## src/core/tncr_pkg.sv

```systemverilog
// constants shared by the command chaining and reset block
// assumes a single 125 MHz clock; link events arrive as one-cycle pulses
package tncr_pkg;

  // ***************************************************************
  // clock and timing
  // ***************************************************************
  localparam int CLK_PERIOD_NS     = 8;
  // crystal period is not fixed here; plain default of a 20 MHz crystal
  localparam int CRYSTAL_PERIOD_NS = 50;
  localparam int HW_RST_MIN_XTAL   = 5;
  localparam int HW_RST_MIN_NS     = HW_RST_MIN_XTAL * CRYSTAL_PERIOD_NS;
  localparam int HW_RST_MIN_CYC    = (HW_RST_MIN_NS + CLK_PERIOD_NS - 1) / CLK_PERIOD_NS;
  localparam int RST_CNT_W         = 6;
  localparam logic [RST_CNT_W-1:0] HW_RST_LAST = RST_CNT_W'(HW_RST_MIN_CYC - 1);
  localparam int IRQ_GAP_NS        = 200;
  localparam int IRQ_GAP_CYC_I     = (IRQ_GAP_NS + CLK_PERIOD_NS - 1) / CLK_PERIOD_NS;
  localparam int GAP_CNT_W         = 5;
  localparam logic [GAP_CNT_W-1:0] IRQ_GAP_CYC = GAP_CNT_W'(IRQ_GAP_CYC_I);

  // ***************************************************************
  // configuration fields and reset values
  // ***************************************************************
  localparam int         CFG_SW_RST_BIT = 7;
  localparam int         CFG_CHAIN_BIT  = 6;
  localparam int         CFG_TX_EN_BIT  = 5;
  localparam logic [7:0] CFG_RST        = 8'h00;
  localparam logic [7:0] FIRST_SETUP_REG_RST     = 8'h00;
  localparam logic [7:0] NODE_ID_RST    = 8'h00;
  localparam int         PAGE_W         = 3;

  // ***************************************************************
  // buffer ram writes after a node identifier write
  // ***************************************************************
  localparam int          RAM_AW        = 11;
  localparam logic [7:0]  RAM_MARK      = 8'hd1;
  localparam logic [10:0] RAM_MARK_ADDR = 11'h000;
  localparam logic [10:0] RAM_NID_ADDR  = 11'h001;

  // channel index: 0 transmit, 1 receive
  localparam int CH_TX = 0;
  localparam int CH_RX = 1;

  typedef enum logic [1:0] {
    TNCR_RAM_IDLE,
    TNCR_RAM_MARK,
    TNCR_RAM_NID
  } tncr_ram_st_t;

endpackage

```

## src/core/tncr_core.sv

```systemverilog
// two-level transmit and receive command chaining, resets, node id writes
// assumes commands and link events are one-cycle pulses on i_clk
`timescale 1ns/1ps
module tncr_core
  import tncr_pkg::*;
(
  // clock and reset
  input  wire logic              i_clk,
  input  wire logic              i_rst_n,
  input  wire logic              i_hw_reset_n,
  // host register writes
  input  wire logic              i_cfg_we,
  input  wire logic [7:0]        i_cfg_wdata,
  input  wire logic              i_first_setup_reg_we,
  input  wire logic [7:0]        i_first_setup_reg_wdata,
  input  wire logic              i_nid_we,
  input  wire logic [7:0]        i_nid_wdata,
  input  wire logic              i_mask_tx,
  input  wire logic              i_mask_rx,
  // host commands
  input  wire logic [PAGE_W-1:0] i_cmd_page,
  input  wire logic              i_cmd_queue_tx,
  input  wire logic              i_cmd_queue_rx,
  input  wire logic              i_cmd_stop_tx,
  input  wire logic              i_cmd_stop_rx,
  input  wire logic              i_cmd_ack_tx,
  input  wire logic              i_cmd_ack_rx,
  // network engine events
  input  wire logic              i_token,
  input  wire logic              i_tx_done,
  input  wire logic              i_tx_acked,
  input  wire logic              i_rx_begin,
  input  wire logic              i_rx_done,
  // network engine control
  output logic                   o_tx_start,
  output logic [PAGE_W-1:0]      o_tx_page,
  output logic                   o_tx_busy,
  output logic                   o_rx_start,
  output logic [PAGE_W-1:0]      o_rx_page,
  output logic                   o_rx_busy,
  output logic                   o_tx_enable,
  // status
  output logic                   o_transmitter_available,
  output logic                   o_transmit_ack_flag,
  output logic                   o_tx_done_event,
  output logic                   o_receiver_inhibited,
  output logic                   o_rx_done_event,
  output logic                   o_irq,
  // configuration readback
  output logic [7:0]             o_cfg,
  output logic [7:0]             o_first_setup_reg,
  output logic [7:0]             o_node_id,
  output logic                   o_core_awake,
  output logic                   o_soft_reset,
  output logic                   o_chain_en,
  // buffer ram write port
  output logic                   o_ram_we,
  output logic [RAM_AW-1:0]      o_ram_addr,
  output logic [7:0]             o_ram_wdata
);

  // ***************************************************************
  // resets
  // ***************************************************************
  logic hw_rst;
  logic cfg_rst_n;
  logic core_rst_n;
  logic chain;

  tncr_rst_filt u_rst_filt (
    .i_clk        (i_clk),
    .i_rst_n      (i_rst_n),
    .i_hw_reset_n (i_hw_reset_n),
    .o_hw_rst     (hw_rst)
  );

  // soft reset leaves config and setup alone, so they see only hard reset
  assign cfg_rst_n  = i_rst_n & ~hw_rst;
  assign core_rst_n = cfg_rst_n & ~o_cfg[CFG_SW_RST_BIT];
  assign chain      = o_cfg[CFG_CHAIN_BIT];

  always_ff @(posedge i_clk) begin
    if (!cfg_rst_n) begin
      o_cfg <= CFG_RST;
    end else if (i_cfg_we) begin
      o_cfg <= i_cfg_wdata;
    end
  end

  always_ff @(posedge i_clk) begin
    if (!cfg_rst_n) begin
      o_first_setup_reg <= FIRST_SETUP_REG_RST;
    end else if (i_first_setup_reg_we) begin
      o_first_setup_reg <= i_first_setup_reg_wdata;
    end
  end

  // ***************************************************************
  // per-channel command queue and status buffer
  // ***************************************************************
  wire [1:0]        c_queue = {i_cmd_queue_rx, i_cmd_queue_tx};
  wire [1:0]        c_stop  = {i_cmd_stop_rx, i_cmd_stop_tx};
  wire [1:0]        c_ack   = {i_cmd_ack_rx, i_cmd_ack_tx};
  wire [1:0]        c_go    = {i_rx_begin, i_token};
  wire [1:0]        c_done  = {i_rx_done, i_tx_done};
  wire [1:0]        c_flag  = {1'b0, i_tx_acked};
  wire [1:0]        ch_avail;
  wire [1:0]        ch_event;
  wire [1:0]        ch_flag;
  wire [1:0]        ch_busy;
  wire [1:0]        ch_start;
  wire [PAGE_W-1:0] ch_page [2];

  for (genvar g = 0; g < 2; g++) begin : g_ch
    logic [1:0]        q_v;
    logic [PAGE_W-1:0] q_pg [2];
    logic              busy;
    logic [1:0]        st_v;
    logic [1:0]        st_f;
    logic              live_f;
    logic [1:0]        next_q_v;
    logic [PAGE_W-1:0] next_q_pg0;
    logic [PAGE_W-1:0] next_q_pg1;
    logic              next_busy;
    logic [1:0]        next_st_v;
    logic [1:0]        next_st_f;
    logic              next_live_f;
    logic              fin;
    logic              pop;
    logic              go;

    assign fin = busy & c_done[g];
    // a started transfer cannot be withdrawn, so stop reaches the next one
    assign pop = fin | (c_stop[g] & q_v[0] & ~busy);
    assign go  = c_go[g] & q_v[0] & ~busy & ~c_stop[g];

    always_comb begin
      next_q_v    = q_v;
      next_q_pg0  = q_pg[0];
      next_q_pg1  = q_pg[1];
      next_busy   = busy;
      next_st_v   = st_v;
      next_st_f   = st_f;
      next_live_f = live_f;
      if (pop) begin
        next_q_v   = {1'b0, q_v[1]};
        next_q_pg0 = q_pg[1];
        next_busy  = 1'b0;
      end else if (c_stop[g] && q_v[1]) begin
        next_q_v[1] = 1'b0;
      end
      if (go) begin
        next_busy = 1'b1;
      end
      if (c_queue[g]) begin
        if (!next_q_v[0]) begin
          next_q_v[0] = 1'b1;
          next_q_pg0  = i_cmd_page;
          next_live_f = 1'b0;
        end else if (chain && !next_q_v[1]) begin
          next_q_v[1] = 1'b1;
          next_q_pg1  = i_cmd_page;
        end
      end
      // acknowledge shifts first, so a completion in that cycle is kept
      if (c_ack[g] && st_v[0]) begin
        next_st_v = {1'b0, st_v[1]};
        next_st_f = {1'b0, st_f[1]};
      end
      if (fin) begin
        next_live_f = c_flag[g];
        if (!next_st_v[0]) begin
          next_st_v[0] = 1'b1;
          next_st_f[0] = c_flag[g];
        end else begin
          next_st_v[1] = 1'b1;
          next_st_f[1] = c_flag[g];
        end
      end
    end

    always_ff @(posedge i_clk) begin
      if (!core_rst_n) begin
        q_v     <= '0;
        q_pg[0] <= '0;
        q_pg[1] <= '0;
        busy    <= 1'b0;
        live_f  <= 1'b0;
      end else begin
        q_v     <= next_q_v;
        q_pg[0] <= next_q_pg0;
        q_pg[1] <= next_q_pg1;
        busy    <= next_busy;
        live_f  <= next_live_f;
      end
    end

    // done events start clear and are set only by a finished transfer
    always_ff @(posedge i_clk) begin
      if (!core_rst_n) begin
        st_v <= '0;
        st_f <= '0;
      end else begin
        st_v <= next_st_v;
        st_f <= next_st_f;
      end
    end

    assign ch_avail[g] = ~q_v[0];
    assign ch_event[g] = st_v[0];
    assign ch_flag[g]  = chain ? st_f[0] : live_f;
    assign ch_busy[g]  = busy;
    assign ch_start[g] = go;
    assign ch_page[g]  = q_pg[0];
  end

  // ***************************************************************
  // link side and status outputs
  // ***************************************************************
  assign o_tx_start              = ch_start[CH_TX];
  assign o_tx_page               = ch_page[CH_TX];
  assign o_tx_busy               = ch_busy[CH_TX];
  assign o_rx_start              = ch_start[CH_RX];
  assign o_rx_page               = ch_page[CH_RX];
  assign o_rx_busy               = ch_busy[CH_RX];
  assign o_tx_enable             = o_cfg[CFG_TX_EN_BIT] & core_rst_n;
  assign o_transmitter_available = ch_avail[CH_TX];
  assign o_transmit_ack_flag     = ch_flag[CH_TX];
  assign o_tx_done_event         = ch_event[CH_TX];
  assign o_receiver_inhibited    = ch_avail[CH_RX];
  assign o_rx_done_event         = ch_event[CH_RX];
  assign o_soft_reset            = o_cfg[CFG_SW_RST_BIT];
  assign o_chain_en              = chain;
  assign o_core_awake            = o_node_id != NODE_ID_RST;

  // ***************************************************************
  // interrupt
  // ***************************************************************
  logic [1:0] mask;
  logic       irq_req;
  logic       irq_drop;

  assign mask = {i_mask_rx, i_mask_tx};

  // chaining masks the done events, otherwise the live available bits
  assign irq_req  = chain ? |(ch_event & mask)
                          : |(ch_avail & mask);
  assign irq_drop = chain & |(c_ack & ch_event);

  tncr_irq_space u_irq_space (
    .i_clk   (i_clk),
    .i_rst_n (core_rst_n),
    .i_req   (irq_req),
    .i_drop  (irq_drop),
    .o_irq   (o_irq)
  );

  // ***************************************************************
  // node identifier and wake-up ram writes
  // ***************************************************************
  tncr_ram_st_t ram_st;

  always_ff @(posedge i_clk) begin
    if (!core_rst_n) begin
      o_node_id <= NODE_ID_RST;
    end else if (i_nid_we) begin
      o_node_id <= i_nid_wdata;
    end
  end

  always_ff @(posedge i_clk) begin
    if (!core_rst_n) begin
      ram_st      <= TNCR_RAM_IDLE;
      o_ram_we    <= 1'b0;
      o_ram_addr  <= '0;
      o_ram_wdata <= '0;
    end else begin
      o_ram_we <= 1'b0;
      case (ram_st)
        TNCR_RAM_IDLE: begin
          if (i_nid_we) begin
            ram_st <= TNCR_RAM_MARK;
          end
        end
        TNCR_RAM_MARK: begin
          o_ram_we    <= 1'b1;
          o_ram_addr  <= RAM_MARK_ADDR;
          o_ram_wdata <= RAM_MARK;
          ram_st      <= TNCR_RAM_NID;
        end
        TNCR_RAM_NID: begin
          o_ram_we    <= 1'b1;
          o_ram_addr  <= RAM_NID_ADDR;
          o_ram_wdata <= o_node_id;
          ram_st      <= TNCR_RAM_IDLE;
        end
        default: begin
          ram_st <= TNCR_RAM_IDLE;
        end
      endcase
    end
  end

endmodule // tncr_core

```

## src/core/tncr_irq_space.sv

```systemverilog
// interrupt output with a guaranteed inactive gap between interrupts
// assumes i_drop is a one-cycle acknowledge pulse
`timescale 1ns/1ps
module tncr_irq_space
  import tncr_pkg::*;
(
  // clock and reset
  input  wire logic i_clk,
  input  wire logic i_rst_n,
  // request and acknowledge
  input  wire logic i_req,
  input  wire logic i_drop,
  output logic      o_irq
);

  logic [GAP_CNT_W-1:0] gap;
  logic                 load;

  // an acknowledge forces a low gap even when another source still asks
  assign load = o_irq & (i_drop | ~i_req);

  // ***************************************************************
  // gap counter and output
  // ***************************************************************
  always_ff @(posedge i_clk) begin
    if (!i_rst_n) begin
      gap <= '0;
    end else if (load) begin
      gap <= IRQ_GAP_CYC;
    end else if (gap != '0) begin
      gap <= gap - 1'b1;
    end
  end

  always_ff @(posedge i_clk) begin
    if (!i_rst_n) begin
      o_irq <= 1'b0;
    end else begin
      o_irq <= i_req & ~load & (gap == '0);
    end
  end

endmodule // tncr_irq_space

```

## src/core/tncr_rst_filt.sv

```systemverilog
// glitch filter on the hardware reset pin
// assumes the pin is already synchronous to i_clk
`timescale 1ns/1ps
module tncr_rst_filt
  import tncr_pkg::*;
(
  // clock and reset
  input  wire logic i_clk,
  input  wire logic i_rst_n,
  // pin and filtered reset
  input  wire logic i_hw_reset_n,
  output logic      o_hw_rst
);

  logic [RST_CNT_W-1:0] low_cnt;

  // ***************************************************************
  // low must persist the full minimum before reset is taken
  // ***************************************************************
  always_ff @(posedge i_clk) begin
    if (!i_rst_n || i_hw_reset_n) begin
      low_cnt  <= '0;
      o_hw_rst <= 1'b0;
    end else if (low_cnt != HW_RST_LAST) begin
      low_cnt <= low_cnt + 1'b1;
    end else begin
      o_hw_rst <= 1'b1;
    end
  end

endmodule // tncr_rst_filt

```

## config.mk

```make
export PLATFORM = sky130hd
export DESIGN_NAME = tncr_core
export DESIGN_NICKNAME = d
export VERILOG_FILES = /design/src/core/tncr_pkg.sv /design/src/core/tncr_core.sv /design/src/core/tncr_irq_space.sv /design/src/core/tncr_rst_filt.sv
export SDC_FILE = /design/constraint.sdc
export NUM_CORES = 1
export LEC_CHECK = 0
export ABC_AREA = 1
export BUFFER_PORTS_ARGS = -buffer_cell sky130_fd_sc_hd__clkbuf_2
export CAP_MARGIN = 20
export CELL_PAD_IN_SITES_DETAIL_PLACEMENT = 1
export CELL_PAD_IN_SITES_GLOBAL_PLACEMENT = 1
export CORE_ASPECT_RATIO = 0.6
export CORE_MARGIN = 1
export CORE_UTILIZATION = 38
export CTS_CLUSTER_DIAMETER = 40
export CTS_CLUSTER_SIZE = 10
export DETAILED_ROUTE_END_ITERATION = 10
export PLACE_DENSITY_LB_ADDON = 0.1
export SKIP_LAST_GASP = 1
export SLEW_MARGIN = 20
export SYNTH_ARGS = -nofsm -noshare
export SYNTH_HDL_FRONTEND = slang
export SYNTH_HIERARCHICAL = 1
export SYNTH_SLANG_ARGS = --single-unit
```

## constraint.sdc

```tcl
create_clock -name i_clk -period 3.35 [get_ports i_clk]
set_input_delay 0.67 -clock i_clk [delete_from_list [all_inputs] [get_ports i_clk]]
set_output_delay 0.67 -clock i_clk [all_outputs]
set_load 0.1 [all_outputs]
```

==> reports/qor.csv <==
metric,value,unit
routedWlPerCell,13.6,microns
rsz0062_at_grt,no,
ctsLongestPathBuffers,2,
ctsRootBufferMaster,clkbuf_16,
synth_top_family_by_area,simple AND/OR/NAND/NOR gates,
crit_path_frequent_cell,inv_2,
finalSetupTns,0,ps
maxSlewViolCount,0,
synthSimpleGateAreaFrac,28.9,%
cts_hold_buf,0,
synth.area.mux_share,1.20,%
synth_area_per_cell,7.42,sq um
min_period_over_period,69.1,%
drc,0,
ctsResizeCount,0,
portBuffers,99,
post_drt_via_cell_ratio,4.69,
ant_nets,0,
cts-buffers-inserted,9,
dr.pass1.iters,4,
synth_xor_area_share,0.526,%
place_congestion,0.802,
track_usage,20.6,%
core,8520,sq um
cts_tree,done,
setup_violations,0,
hold_viol,0,
ys_ff_latch,74,
worstPathCellList,clkbuf_2 -> inv_1 -> nor2_2 -> inv_2 -> nor2_4 -> inv_2 -> nor2_1 -> buf_12,
max_stage_delay,210,ps
cellPowerDensity,637,nW/um^2
htreeDepth,3,
fp.dieW,123,microns
ir_drop,0.000377,V
cp_max_fo,15,
ys_warn_count,6,
largest_register_ffs,12,
grt_pass1_wl,14300,microns
gr-usage-met1,28.6,%
fmax,432,MHz
area_growth,22.8,%
first_global_vias,2866,
row_count,26,
antenna_found_initial,0,
critPathLaunchType,input port,
arrival,1650,ps
slew_headroom,62.3,%
drt_iter0_markers,143,
required,2680,ps
worst_clock_skew,5.63,ps
use_met3,6.13,%
yosysTopAreaCell,dfxtp_1,
die-area,9160,sq um
start_util,39.1,%
gr-total-overflow,0,
period_minus_slack,2320,ps
crit_path_top_delay_cell,buf_12,
outcome,"complete, no violations",
synth-edff-count,0,
ys_seq_area_share,44.4,%
drv_cap,0,
drive_above_1_share,24.5,%
synthTopCellsByCount,"nand2_1 (111), dfxtp_1 (74), nor2_1 (54)",
totalPowerFinal,0.00261,W
syn_area,3330,sq um
clk_latency,330,ps
vias,3093,
ys_dominant_reg_cell,dfxtp_1,
postCtsSetupRepairBufs,0,
num-nets-final,597,
top_register,g_ch.q_pg,
leakage,1.93,nW
clock_sinks,74,
crit_path_end_kind,primary output,
synthCells,449,
ys_top_cells_by_area,"dfxtp_1 (44%), nand2_1 (13%), a21oi_1 (7.5%), nor2_1 (6.1%), inv_1 (5.2%)",
gr-max-usage-layer,met2,
place_hpwl,6940,microns
hold_path_class,flop to flop,
synthArstFlopShare,0,%
antenna_cells,0,
cp_num_buf_inv,5,
tightest_slew,567,ps
die-height,74.5,microns
cts.clk_slew.worst_paths,50,ps
worstSetupPathType,input port to primary output,
yosysUniqueCellTypes,30,
synth_compound_area_share,10.9,%
synth_most_common_cell,nand2_1,
synthAdderAreaFrac,2.25,%
gr-usage-met2,31.6,%
synth_top_area_share,44.4,%
crit_family,buffers and inverters,
ios,110,
grt_max_degree,26,
routed_wl,8950,microns
[per-stage QoR]
stage / hold WS (ps) / setup WS [ps] / utilization [%] / area (sq um) / instances
after global routing: 487 / 925 / 48.0 / 4090 / 660
after floorplan: 436 / 178 / - / 3370 / 458
after global placement: 447 / 1110 / 45.1 / 3840 / 646
after CTS: 462 / 1010 / 48.0 / 4090 / 660
after detailed placement: 455 / 1020 / 45.1 / 3840 / 646
final: 459 / 1030 / 48.0 / 4090 / 660
[path summary, 6_finish.rpt]
kind                       from  slack [ps]  cells after the start                 end
min reg2reg  u_irq_space/gap[4]         460                      2  u_irq_space/gap[4]
min          u_irq_space/gap[4]         460                      2  u_irq_space/gap[4]
max                     i_rst_n        1030                      8         o_tx_enable
max reg2reg            o_cfg[6]        1770                      7  u_irq_space/gap[1]
[cell usage in the layout (no fill, tap or decap), drive strengths merged]
cell type,synthesis,layout
nand2,115,115
clkbuf,2,112
dfxtp,74,74
nor2,60,60
a21oi,51,51
inv,50,50
nand3,28,28
o21ai,16,16
conb,1,10
nand4,7,7
ha,6,6
mux2i,4,4
buf,23,3
nor4,2,2
clkinv,2,2
nor3,2,2
nor3b,2,2
xnor2,2,2
a22oi,1,1
a31oi,1,1
[layout make-up]
class / count / area, sq um
Sequential cell: 74 / 1480
Clock buffer: 14 / 254
Fill cell: 1118 / 4430
Inverter: 52 / 195
Multi-Input combinational cell: 307 / 1500
Tap cell: 112 / 140
Timing Repair Buffer: 101 / 526
[worst reg2reg max path, cell delays in order (launching register included)]
cell,delay [ps]
dfxtp_1,430
inv_1,170
a21oi_1,70
a22oi_1,210
inv_2,80
o21ai_4,190
nand2_1,150
nor3b_2,220
[metal layers]
layer | part of all wire [%] | wire length, microns
met1 | 52 | 4650
met2 | 42 | 3740
met3 | 5.6 | 499
met4 | 0.65 | 58
met5 | 0 | 0
[power by group]
part           switching (W)  leakage (nW)  internal, W
combinational       0.000611          1.20     0.000159
clock               0.000328         0.123     0.000514
sequential         0.0000512         0.605     0.000947
[logic make-up after synthesis]
group,count (synthesis)
other,1
adders and majority gates,6
DFF,74
AOI/OAI and AO/OA,69
buffers and inverters,77
xor gates and xnor gates,2
muxes,4
and+or+nand+nor,216
(Power assumes the default switching activity.)
